## src/design/adcrs_pkg.sv

```systemverilog
// Constants and types shared by the converter control block
package adcrs_pkg;
  // Byte addresses of the word-aligned registers
  localparam logic [7:0] ADDR_CTRL_A   = 8'h00;
  localparam logic [7:0] ADDR_CTRL_B   = 8'h04;
  localparam logic [7:0] ADDR_RES_LOW  = 8'h08;
  localparam logic [7:0] ADDR_RES_HIGH = 8'h0C;
  localparam logic [7:0] ADDR_SENSOR   = 8'h10;
  localparam logic [7:0] ADDR_PIN_SEL  = 8'h14;
  localparam logic [7:0] ADDR_STATUS   = 8'h18;
  localparam logic [7:0] ADDR_MASK     = 8'h1C;
  // Field positions in conv_control_a
  localparam int CA_START = 7;
  localparam int CA_BUSY  = 6;
  localparam int CA_EN    = 5;
  localparam int CA_FMT   = 4;
  // Field positions in conv_control_b and sensor_current_control
  localparam int CB_SRC_LSB = 5;
  localparam int SC_ACC     = 5;
  localparam int SC_UNUSED  = 4;
  // Status bits: conversion finished, start refused while busy
  localparam int ST_DONE    = 0;
  localparam int ST_REFUSED = 1;
  // Reset values
  localparam logic [7:0] RST_BYTE = 8'h00;
  localparam logic [3:0] RST_NIB  = 4'h0;
  // Input source codes
  localparam logic [2:0] SRC_EXT  = 3'h0;
  localparam logic [2:0] SRC_BATT = 3'h4;
  // Counter value of the last of the sixteen samples summed in accumulate mode
  localparam logic [3:0] ACC_LAST = 4'hF;
  // Bus responses
  localparam logic [1:0] RESP_OKAY   = 2'h0;
  localparam logic [1:0] RESP_SLVERR = 2'h2;
  typedef enum logic [1:0] {ADCRS_IDLE, ADCRS_SAMPLE, ADCRS_WAIT} adcrs_state_e;
endpackage

```

## src/design/adcrs_conv_if.sv

```systemverilog
// Handshake between register front end and conversion sequencer
`timescale 1ns/1ps
interface adcrs_conv_if;
  logic        start;
  logic        abort;
  logic        accumulate;
  logic        busy;
  logic        done;
  logic [15:0] result;
  modport ctrl   (output start, output abort, output accumulate,
                  input busy, input done, input result);
  modport engine (input start, input abort, input accumulate,
                  output busy, output done, output result);
endinterface

```

## src/design/adcrs_conv_engine.sv

```systemverilog
// Conversion sequencer: one sample or a sum of sixteen
`timescale 1ns/1ps
module adcrs_conv_engine (
  input  wire logic        aclk,
  input  wire logic        aresetn,
  adcrs_conv_if.engine     cif,
  output logic             sample_req,
  input  wire logic [11:0] sample_data,
  input  wire logic        sample_valid
);
  adcrs_pkg::adcrs_state_e state_reg;
  logic [3:0]              cnt_reg;
  logic [15:0]             sum_reg;
  logic                    acc_reg;
  logic [15:0]             sum_next;

  assign sum_next = sum_reg + {4'h0, sample_data};

  // Sequencer; abort wins so a disabled converter never reports a result
  always_ff @(posedge aclk) begin
    if (!aresetn) begin
      state_reg  <= adcrs_pkg::ADCRS_IDLE;
      cnt_reg    <= adcrs_pkg::RST_NIB;
      sum_reg    <= 16'h0000;
      acc_reg    <= 1'b0;
      sample_req <= 1'b0;
      cif.busy   <= 1'b0;
      cif.done   <= 1'b0;
      cif.result <= 16'h0000;
    end else begin
      cif.done   <= 1'b0;
      sample_req <= 1'b0;
      if (cif.abort) begin
        state_reg <= adcrs_pkg::ADCRS_IDLE;
        cif.busy  <= 1'b0;
      end else begin
        unique case (state_reg)
          adcrs_pkg::ADCRS_IDLE: begin
            if (cif.start) begin
              state_reg <= adcrs_pkg::ADCRS_SAMPLE;
              cnt_reg   <= adcrs_pkg::RST_NIB;
              sum_reg   <= 16'h0000;
              acc_reg   <= cif.accumulate;
              cif.busy  <= 1'b1;
            end
          end
          adcrs_pkg::ADCRS_SAMPLE: begin
            sample_req <= 1'b1;
            state_reg  <= adcrs_pkg::ADCRS_WAIT;
          end
          adcrs_pkg::ADCRS_WAIT: begin
            if (sample_valid) begin
              sum_reg <= sum_next;
              if (!acc_reg || cnt_reg == adcrs_pkg::ACC_LAST) begin
                state_reg  <= adcrs_pkg::ADCRS_IDLE;
                cif.busy   <= 1'b0;
                cif.done   <= 1'b1;
                cif.result <= sum_next;
              end else begin
                cnt_reg   <= cnt_reg + 4'h1;
                state_reg <= adcrs_pkg::ADCRS_SAMPLE;
              end
            end
          end
        endcase
      end
    end
  end
endmodule

```

## src/design/adcrs_top.sv

```systemverilog
// Converter control: registers, source routing, pin takeover, result layout
//
// Behaviour
// - One shared converter; only one source routed at a time, 12-bit result.
// - Four external channels and four internal signals, chosen by two fields.
// - Input-source field in control B picks internal signal or external channel.
// - 4-bit channel field in control A picks the external pin.
// - Accumulate mode: sum bits 15:8 in high register, 7:0 in low.
// - Single, format clear: bits 11:4 high, bits 3:0 in low 7:4.
// - Single, format set: bits 11:8 in high 3:0, bits 7:0 low.
// - Result bits unused by the current layout read zero.
// - While converter disabled, result registers keep their contents.
// - Pin taken as analog input loses its digital function.
// - Pin taken as analog input has its pull-high disconnected.
// - Start bit written high then low begins a conversion.
// - Busy flag set when conversion starts, cleared when it completes.
// - Accumulate mode sums sixteen conversions, then clears busy and interrupts.
//
// Local design decisions: the placing of the registers and the AXI4-Lite register port.
`timescale 1ns/1ps
module adcrs_top (
  input  wire logic        aclk,
  input  wire logic        aresetn,
  input  wire logic [7:0]  s_axi_awaddr,
  input  wire logic [2:0]  s_axi_awprot,
  input  wire logic        s_axi_awvalid,
  output logic             s_axi_awready,
  input  wire logic [31:0] s_axi_wdata,
  input  wire logic [3:0]  s_axi_wstrb,
  input  wire logic        s_axi_wvalid,
  output logic             s_axi_wready,
  output logic [1:0]       s_axi_bresp,
  output logic             s_axi_bvalid,
  input  wire logic        s_axi_bready,
  input  wire logic [7:0]  s_axi_araddr,
  input  wire logic [2:0]  s_axi_arprot,
  input  wire logic        s_axi_arvalid,
  output logic             s_axi_arready,
  output logic [31:0]      s_axi_rdata,
  output logic [1:0]       s_axi_rresp,
  output logic             s_axi_rvalid,
  input  wire logic        s_axi_rready,
  output logic             irq,
  output logic             sample_req,
  input  wire logic [11:0] sample_data,
  input  wire logic        sample_valid,
  output logic [3:0]       ext_channel_route,
  output logic [3:0]       int_signal_route,
  output logic [3:0]       pin_digital_en,
  input  wire logic [3:0]  pullup_req,
  output logic [3:0]       pullup_en
);
  adcrs_conv_if cif ();

  logic [7:0]  ctrl_a_reg;
  logic [7:0]  ctrl_b_reg;
  logic [7:0]  sensor_reg;
  logic [3:0]  pin_analog_reg;
  logic [7:0]  res_low_reg;
  logic [7:0]  res_high_reg;
  logic [1:0]  status_reg;
  logic [1:0]  status_next;
  logic [1:0]  mask_reg;
  logic        wr_fire;
  logic        rd_fire;
  logic        start_go;
  logic        start_refused;
  logic        rd_status;
  logic [7:0]  rd_byte;
  logic        rd_ok;
  logic [15:0] fmt_word;

  // Layout of the converted value in the high/low result pair
  function automatic logic [15:0] fmt_result(input logic [15:0] raw, input logic acc,
                                             input logic fmt);
    if (acc) begin
      fmt_result = raw;
    end else if (fmt) begin
      fmt_result = {4'h0, raw[11:0]};
    end else begin
      fmt_result = {raw[11:0], 4'h0};
    end
  endfunction

  // Two-bit index to one-hot enable
  function automatic logic [3:0] onehot4(input logic [1:0] sel);
    onehot4 = 4'h1 << sel;
  endfunction

  // Write handshake: address and data taken together, response follows
  assign wr_fire = s_axi_awvalid && s_axi_wvalid && !s_axi_bvalid && !s_axi_awready;
  always_ff @(posedge aclk) begin
    if (!aresetn) begin
      s_axi_awready <= 1'b0;
      s_axi_wready  <= 1'b0;
      s_axi_bvalid  <= 1'b0;
      s_axi_bresp   <= adcrs_pkg::RESP_OKAY;
    end else begin
      s_axi_awready <= wr_fire;
      s_axi_wready  <= wr_fire;
      if (wr_fire) begin
        s_axi_bvalid <= 1'b1;
        s_axi_bresp  <= (s_axi_awaddr[7:5] == 3'h0 && s_axi_awaddr[1:0] == 2'h0)
                        ? adcrs_pkg::RESP_OKAY : adcrs_pkg::RESP_SLVERR;
      end else if (s_axi_bready) begin
        s_axi_bvalid <= 1'b0;
      end
    end
  end

  // Start fires when a write drops a set start bit; needs converter enabled
  assign start_go = wr_fire && s_axi_wstrb[0] && s_axi_awaddr == adcrs_pkg::ADDR_CTRL_A
                    && ctrl_a_reg[adcrs_pkg::CA_START] && !s_axi_wdata[adcrs_pkg::CA_START]
                    && s_axi_wdata[adcrs_pkg::CA_EN] && !cif.busy;
  assign start_refused = wr_fire && s_axi_wstrb[0] && s_axi_awaddr == adcrs_pkg::ADDR_CTRL_A
                         && ctrl_a_reg[adcrs_pkg::CA_START] && !s_axi_wdata[adcrs_pkg::CA_START]
                         && cif.busy;
  assign cif.start      = start_go;
  assign cif.accumulate = sensor_reg[adcrs_pkg::SC_ACC];
  // A write that enables and starts at once must not be cancelled by the old enable
  assign cif.abort      = !ctrl_a_reg[adcrs_pkg::CA_EN] && !start_go;

  // Software-written registers; busy bit is never stored here
  always_ff @(posedge aclk) begin
    if (!aresetn) begin
      ctrl_a_reg     <= adcrs_pkg::RST_BYTE;
      ctrl_b_reg     <= adcrs_pkg::RST_BYTE;
      sensor_reg     <= adcrs_pkg::RST_BYTE;
      pin_analog_reg <= adcrs_pkg::RST_NIB;
      mask_reg       <= 2'h0;
    end else if (wr_fire && s_axi_wstrb[0]) begin
      unique case (s_axi_awaddr)
        adcrs_pkg::ADDR_CTRL_A: begin
          ctrl_a_reg <= s_axi_wdata[7:0] & 8'hBF;
        end
        adcrs_pkg::ADDR_CTRL_B: begin
          ctrl_b_reg <= s_axi_wdata[7:0];
        end
        adcrs_pkg::ADDR_SENSOR: begin
          sensor_reg <= s_axi_wdata[7:0] & 8'hEF;
        end
        adcrs_pkg::ADDR_PIN_SEL: begin
          pin_analog_reg <= s_axi_wdata[3:0];
        end
        adcrs_pkg::ADDR_MASK: begin
          mask_reg <= s_axi_wdata[1:0];
        end
        default: begin
        end
      endcase
    end
  end

  // Result pair is loaded in one edge so software never sees a mix
  assign fmt_word = fmt_result(cif.result, sensor_reg[adcrs_pkg::SC_ACC],
                               ctrl_a_reg[adcrs_pkg::CA_FMT]);
  always_ff @(posedge aclk) begin
    if (!aresetn) begin
      res_low_reg  <= adcrs_pkg::RST_BYTE;
      res_high_reg <= adcrs_pkg::RST_BYTE;
    end else if (cif.done && ctrl_a_reg[adcrs_pkg::CA_EN]) begin
      res_high_reg <= fmt_word[15:8];
      res_low_reg  <= fmt_word[7:0];
    end
  end

  // Source routing: internal signal and external pin are never both on
  always_ff @(posedge aclk) begin
    if (!aresetn) begin
      ext_channel_route <= adcrs_pkg::RST_NIB;
      int_signal_route  <= adcrs_pkg::RST_NIB;
    end else begin
      ext_channel_route <= adcrs_pkg::RST_NIB;
      int_signal_route  <= adcrs_pkg::RST_NIB;
      if (ctrl_a_reg[adcrs_pkg::CA_EN]) begin
        if (ctrl_b_reg[7:5] == adcrs_pkg::SRC_EXT || ctrl_b_reg[7:5] > adcrs_pkg::SRC_BATT) begin
          if (ctrl_a_reg[3:2] == 2'h0) begin
            ext_channel_route <= onehot4(ctrl_a_reg[1:0]);
          end
        end else begin
          int_signal_route <= onehot4(2'(ctrl_b_reg[7:5] - 3'h1));
        end
      end
    end
  end

  // Pin takeover: analog pins drop digital function and pull-high
  always_ff @(posedge aclk) begin
    if (!aresetn) begin
      pin_digital_en <= 4'hF;
      pullup_en      <= adcrs_pkg::RST_NIB;
    end else begin
      pin_digital_en <= ~pin_analog_reg;
      pullup_en      <= pullup_req & ~pin_analog_reg;
    end
  end

  // Sticky status; a set in the clearing read cycle survives
  assign rd_status = rd_fire && s_axi_araddr == adcrs_pkg::ADDR_STATUS;
  always_comb begin
    status_next = rd_status ? 2'h0 : status_reg;
    if (cif.done) begin
      status_next[adcrs_pkg::ST_DONE] = 1'b1;
    end
    if (start_refused) begin
      status_next[adcrs_pkg::ST_REFUSED] = 1'b1;
    end
  end
  always_ff @(posedge aclk) begin
    if (!aresetn) begin
      status_reg <= 2'h0;
      irq        <= 1'b0;
    end else begin
      status_reg <= status_next;
      irq        <= |(status_next & mask_reg);
    end
  end

  // Read data selection; unused bit positions read zero
  always_comb begin
    rd_ok = 1'b1;
    unique case (s_axi_araddr)
      adcrs_pkg::ADDR_CTRL_A: begin
        rd_byte = {ctrl_a_reg[7], cif.busy, ctrl_a_reg[5:0]};
      end
      adcrs_pkg::ADDR_CTRL_B: begin
        rd_byte = ctrl_b_reg;
      end
      adcrs_pkg::ADDR_RES_LOW: begin
        rd_byte = res_low_reg;
      end
      adcrs_pkg::ADDR_RES_HIGH: begin
        rd_byte = res_high_reg;
      end
      adcrs_pkg::ADDR_SENSOR: begin
        rd_byte = sensor_reg;
      end
      adcrs_pkg::ADDR_PIN_SEL: begin
        rd_byte = {4'h0, pin_analog_reg};
      end
      adcrs_pkg::ADDR_STATUS: begin
        rd_byte = {6'h00, status_reg};
      end
      adcrs_pkg::ADDR_MASK: begin
        rd_byte = {6'h00, mask_reg};
      end
      default: begin
        rd_byte = 8'h00;
        rd_ok   = 1'b0;
      end
    endcase
  end

  // Read channel: address taken, data one cycle later, held until rready
  assign rd_fire = s_axi_arvalid && !s_axi_rvalid && !s_axi_arready;
  always_ff @(posedge aclk) begin
    if (!aresetn) begin
      s_axi_arready <= 1'b0;
      s_axi_rvalid  <= 1'b0;
      s_axi_rdata   <= 32'h00000000;
      s_axi_rresp   <= adcrs_pkg::RESP_OKAY;
    end else begin
      s_axi_arready <= rd_fire;
      if (rd_fire) begin
        s_axi_rvalid <= 1'b1;
        s_axi_rdata  <= {24'h000000, rd_byte};
        s_axi_rresp  <= rd_ok ? adcrs_pkg::RESP_OKAY : adcrs_pkg::RESP_SLVERR;
      end else if (s_axi_rready) begin
        s_axi_rvalid <= 1'b0;
      end
    end
  end

  adcrs_conv_engine u_engine (
    .aclk         (aclk),
    .aresetn      (aresetn),
    .cif          (cif),
    .sample_req   (sample_req),
    .sample_data  (sample_data),
    .sample_valid (sample_valid)
  );
endmodule

```

## config.mk

```make
export PLATFORM = sky130hd
export DESIGN_NAME = adcrs_top
export DESIGN_NICKNAME = d
export VERILOG_FILES = /design/src/design/adcrs_pkg.sv /design/src/design/adcrs_conv_if.sv /design/src/design/adcrs_conv_engine.sv /design/src/design/adcrs_top.sv
export SDC_FILE = /design/constraint.sdc
export NUM_CORES = 1
export LEC_CHECK = 0
export ABC_AREA = 1
export CORE_ASPECT_RATIO = 0.8
export CORE_UTILIZATION = 63
export CTS_CLUSTER_DIAMETER = 30
export DETAILED_ROUTE_END_ITERATION = 8
export DONT_BUFFER_PORTS = 1
export PLACE_DENSITY = 0.79
export SYNTH_ARGS = -nofsm -noshare
export SYNTH_HDL_FRONTEND = slang
export SYNTH_SLANG_ARGS = --single-unit
```

## constraint.sdc

```tcl
create_clock -name aclk -period 2.7 [get_ports aclk]
set_input_delay 0.675 -clock aclk [delete_from_list [all_inputs] [get_ports aclk]]
set_output_delay 0.675 -clock aclk [all_outputs]
set_load 0.02 [all_outputs]
```

* After elaboration in Yosys (flattened, before gate mapping) *
Cells that the tools add are included.

word-level totals
  output and inout bits = 59
  bits of input ports = 82
  word-level logic and storage cells = 144
  register bits = 121

operators by class
  reduce and logical (&&, ||, !) cells = 54
  muxes and demuxes = 30
  $add $sub $neg = 3
  shift-type cells = 2
  $lt $le $gt $ge = 1
  equal/unequal tests = 18
  bitwise logic cells = 8

operators with widths
  operator                                                               number
  16-bit two-way mux                                                     4
  8-bit one-hot mux with 8 select lines                                  1
  8-bit by 5-bit equality test with 1-bit output, second input constant  7
  16-bit one-hot mux with 2 select lines                                 1
  16-bit by 12-bit adder with 16-bit output                              1
  8-bit by 3-bit equality test with 1-bit output, second input constant  2
  8-bit by 4-bit equality test with 1-bit output, second input constant  2
  1-bit logical AND                                                      16
  8-bit zero test                                                        2
  4-bit AND reduction                                                    4
  1-bit two-way mux                                                      13
  4-bit two-way mux                                                      3
  2-bit AND reduction                                                    6
  2-bit two-way mux                                                      5
  1-bit zero test                                                        9
  4-bit one-hot mux with 2 select lines                                  1
  8-bit OR reduction                                                     1
  1-bit by 2-bit left shift with 4-bit output, first input constant      2
  2-bit zero test                                                        3
  3-bit zero test                                                        2
  2-bit != test, second input constant                                   3
  2-bit one-hot mux with 3 select lines                                  1
  2-bit nonzero test                                                     3
  1-bit inverter                                                         5
  other kinds (17)                                                       19

* Logic depth before layout (Yosys ltp) *
  word-level depth = 13
  depth in mapped cells = 13
  depth with buffers taken out = 13

* Modules after synthesis *
A second synthesis with hierarchy kept.

second synthesis, totals
  cell total of the unflattened synthesis = 879
  area total of the unflattened synthesis = 6,214.7 µm²

modules (own cells, without submodules)
  module             times used  seq. area each (µm²)  area each (µm²)  cells each
  adcrs_top          1           1,541.5               3,726.1          501
  adcrs_conv_engine  1           840.8                 2,488.6          378

* Worst setup path before layout *
Ideal clock, no wire load.

  kind = in2reg
  start point = input port sample_data[0]
  end point = register u_engine.sum_reg[14]
  data required time = 2,629 ps
  path slack = 337 ps
  cell stages on the path = 11
  setup time = 71 ps
  buffers on the path = 0
  arrival = 2,293 ps
  path through = ha_1 > inv_1 > fa_1 > o21ai_0 > nand2_1 > nand2_1 > nand2_1 > nand2_1 > xor2_1 > nand3_1 > a21oi_1

on the way
  cells in the longest elaborated chain, start to end = 3

ends and longest elaborated chain
  what                                       RTL line                 RTL
  from (decl)                                adcrs_top.sv:45          input wire logic [11:0] sample_data,
  16-bit by 12-bit adder with 16-bit output  adcrs_conv_engine.sv:17  assign sum_next = sum_reg + {4'h0, sample_data};
  16-bit two-way mux                         adcrs_conv_engine.sv:52  if (sample_valid) begin
  16-bit one-hot mux with 2 select lines     adcrs_conv_engine.sv:37  unique case (state_reg)
  to (signal assigned)                       adcrs_conv_engine.sv:53  sum_reg <= sum_next;
  to (decl)                                  adcrs_conv_engine.sv:13  logic [15:0] sum_reg;

No other way between the ends. The select of a mux whose other input is x is not followed.
A chain may end at the register's enable or synchronous reset.

* Worst setup path in the final report *
  start point = register u_engine.cnt_reg[0]
  end point = register u_engine.cif.result[12]

on the way
  cells in the longest elaborated chain, start to end = 3

ends and longest elaborated chain
  what                           RTL line                 RTL
  from (decl)                    adcrs_conv_engine.sv:12  logic [3:0] cnt_reg;
  from (signal assigned)         adcrs_conv_engine.sv:23  cnt_reg <= adcrs_pkg::RST_NIB;
  from (signal assigned)         adcrs_conv_engine.sv:41  cnt_reg <= adcrs_pkg::RST_NIB;
  from (signal assigned)         adcrs_conv_engine.sv:60  cnt_reg <= cnt_reg + 4'h1;
  4-bit equality test            adcrs_conv_engine.sv:54  if (!acc_reg || cnt_reg == adcrs_pkg::ACC_LAST) begin
  1-bit logical OR               adcrs_conv_engine.sv:54
  4-bit AND reduction (no line)  --
  to (signal assigned)           adcrs_conv_engine.sv:58  cif.result <= sum_next;
  to (decl)                      adcrs_conv_if.sv:13      output busy, output done, output result);

No other way between the ends.

==> results.md <==
- Cells resized by post-CTS repair: 0
- Layout fillers: 705
- Total CTS buffers: 17
- Cell Area, Synth: 5790 sq um
- Top cell by count, worst path: inv_1
- Clk sinks: 119
- Worst Setup Start Kind: flop
- Max-Cap Viols: 0
- Max incr delay on CP: 0.38 ns
- Detailed-route wire length per cell: 16.2 um
- Final setup violating endpoints: 0
- Post-CTS setup repair buffer count: 0
- Leak pwr: 2.73 nW
- Critical-path cell list: ha_1 > nand2_1 > o21ai_1 > inv_1 > nor2_1 > inv_1 > nor2_4 > nand2_4 > or2_0 > a21oi_1
- Layout Utilization: 73.8%
- Internal reg-to-reg setup slack: 0.50 ns
- Die width: 109 um
- EDFF count, synth: 0
- Total GRT Usage: 32.5%
- Outcome: complete, no violations
- Cells after Synth: 792
- # H-tree levels: 4
- GP Congestion: 0.943
- Worst path bufs/invs: 2
- Post-synthesis cell type count: 48
- Die area: 9590 sq um
- Fin. Hold Viols: 0
- Bufs on Longest Clock Path: 2
- Vias in the first global route: 5005
- Critical Path RT: 3.04 ns
- Peak VDD IR: 0.595 mV
- Critical Path Source: u_engine.cnt_reg[0]
- Period utilization: 81.4%
- RR Startpoint: u_engine.cnt_reg[0]
- Power Total: 4.31 mW
- Die Y: 87.8 um
- First-pass GRT wire length: 23.5 mm
- Sw frac: 22.4%
- Most common cell after layout, fill and taps aside: nand2_1
- TritonCTS clock tree: built
- Skew final: 0.00576 ns
- Ant diodes: 0
- Pin count of the biggest net entering global routing: 58
- Post-Layout Inst Area: 6430 sq um
- Slowest-stage cell, CP: dfxtp_1
- Power Dens Cells: 670 nW/um^2
- Flop pwr share: 41.5%
- Placed insts: 891
- Layout cells sized above 1: 8.51%
- CP Capture Type: flop
- Synth warn: 0
- Post-DP HPWL: 10.6 mm
- Routed via count: 5359
- Synth area leaders: dfxtp_1 (41%), nand2_1 (10%), a21oi_1 (8.9%)
- # DRC: 0
- I/O Buffers: 0
- Power share of the clock group: 55.1%
- Drt first pass iters: 5
- Num rows: 30
- Most frequent cells in the layout: nand2_1 (158), dfxtp_1 (119), a21oi_1 (103), inv_1 (86), nor2_1 (66)
- Initial DRC Count: 589
- CP endpoint: u_engine.cif.result[12]
- Slew Viols, Final: 0
- Dominant cell type by area after synthesis: dfxtp_1
- Initial antenna violation count: 0
- Seq/Total Area, Yosys: 41.1%
- CP Max Fanout: 25
- Min Tclk post-route: 2.20 ns
- Area share of the largest cell type after synthesis: 41.1%
- Mean Syn Cell Area: 7.31 sq um
- P_int: 3.34 mW
- Layout Cells excl Fill: 923
- DP Area: 5800 sq um
- Total gr overflow: 0
- CTS Root Cell: clkbuf_16
- I/O pin cnt: 141
- Worst-skew pair later-pin latency: 0.41 ns
- Initial Util: 66.5%
- Yosys reg bits: 119
- Crit path max-delay family: simple AND/OR/NAND/NOR gates
- Worst EP arrival: 2.54 ns
- CORE AREA: 8710 sq um
- Post-Route WL: 14.9 mm
- Peak Freq: 455 MHz
- Crit path kind: reg2reg
- Post-synth ARST share: 0%
- RSZ-0062 raised after global routing: no
- Top_reg_cell synth: dfxtp_1
- Hold/Removal Path Class: in2reg
- Clock transition at path regs: 0.06 ns
- Setup TNS Final: 0 ns
- FF-to-FF End: u_engine.cif.result[12]
- Nets: 895
- Area growth syn-to-layout: 11.0%
- R2R cell count: 10
- Hold_buf cts: 0
- Routed Antenna Nets: 0
- Stages on the worst setup path: 10
- DR vias/cell: 5.81
- Comb pwr share: 3.4%
- Net Switching: 963 uW
==> worst min path at each step <==
stage | from | to | slack, ns | cells after the start
5_1_grt | aresetn | pin_digital_en[0] | 0.33 | 1
6_report | aresetn | pin_digital_en[0] | 0.35 | 1
3_3_place_gp | pin_analog_reg[0] | pin_digital_en[0] | 0.38 | 1
2_1_floorplan | pin_analog_reg[0] | pin_digital_en[0] | 0.37 | 1
4_1_cts | aresetn | pin_digital_en[3] | 0.34 | 1
3_5_place_dp | pin_analog_reg[0] | pin_digital_en[0] | 0.38 | 1
==> through the flow <==
step,setup slack [ns],hold slack (ns)
detailed placement,0.244,0.378
finish,0.502,0.346
floorplan,0.337,0.368
global route,0.282,0.334
CTS,0.534,0.339
global placement,0.309,0.383
==> kinds of logic after synthesis <==
family | Yosys count | synth area share [%]
buffers and inverters | 145 | 11.9
DFF | 119 | 41.1
other | 1 | 0.0647
AOI/OAI and AO/OA | 197 | 18.8
xor gates and xnor gates | 12 | 1.81
and+or+nand+nor | 303 | 23.0
adders and majority gates | 15 | 3.37
==> power by group through the flow <==
stage | registers (mW) | clock network (mW) | logic (mW)
2_1_floorplan | 1.82 | 0 | 0.154
3_3_place_gp | 1.82 | 0 | 0.140
3_5_place_dp | 1.82 | 0 | 0.143
4_1_cts | 1.79 | 2.38 | 0.145
5_1_grt | 1.79 | 2.45 | 0.161
6_report | 1.79 | 2.37 | 0.149
==> layer usage <==
layer / part of all wire, % / wire [um] / track usage [%]
met1: 43 / 6420 / 43.4
met2: 45 / 6700 / 49.0
met3: 11 / 1610 / 10.9
met4: 1.4 / 207 / 11.5
met5: 0 / 0 / 0
==> cell type report <==
class / count / area, sq um / share of cell area, %
Tap cell: 112 / 140 / 2.18
Sequential cell: 119 / 2380 / 37.1
Clock buffer: 17 / 425 / 6.62
Multi-Input combinational cell: 553 / 2820 / 43.8
Timing Repair Buffer: 16 / 120 / 1.87
Clock inverter: 15 / 203 / 3.15
Inverter: 91 / 342 / 5.31
==> synth_stat cells (all sizes together) (2+ instances only) <==
| library cell | n |
|---|---|
| nand4 | 6 |
| nor3b | 2 |
| o211ai | 13 |
| buf | 38 |
| nand3b | 2 |
| o21ai | 63 |
| nor2 | 70 |
| ha | 14 |
| a21oi | 104 |
| and2 | 2 |
| clkbuf | 16 |
| nand3 | 40 |
| inv | 90 |
| nand2 | 163 |
| xor2 | 8 |
| nor3 | 13 |
| xnor2 | 4 |
| o22ai | 2 |
| dfxtp | 119 |
| nor4 | 3 |
| a211oi | 6 |
Note: power is estimated with default switching activity, not from simulation.
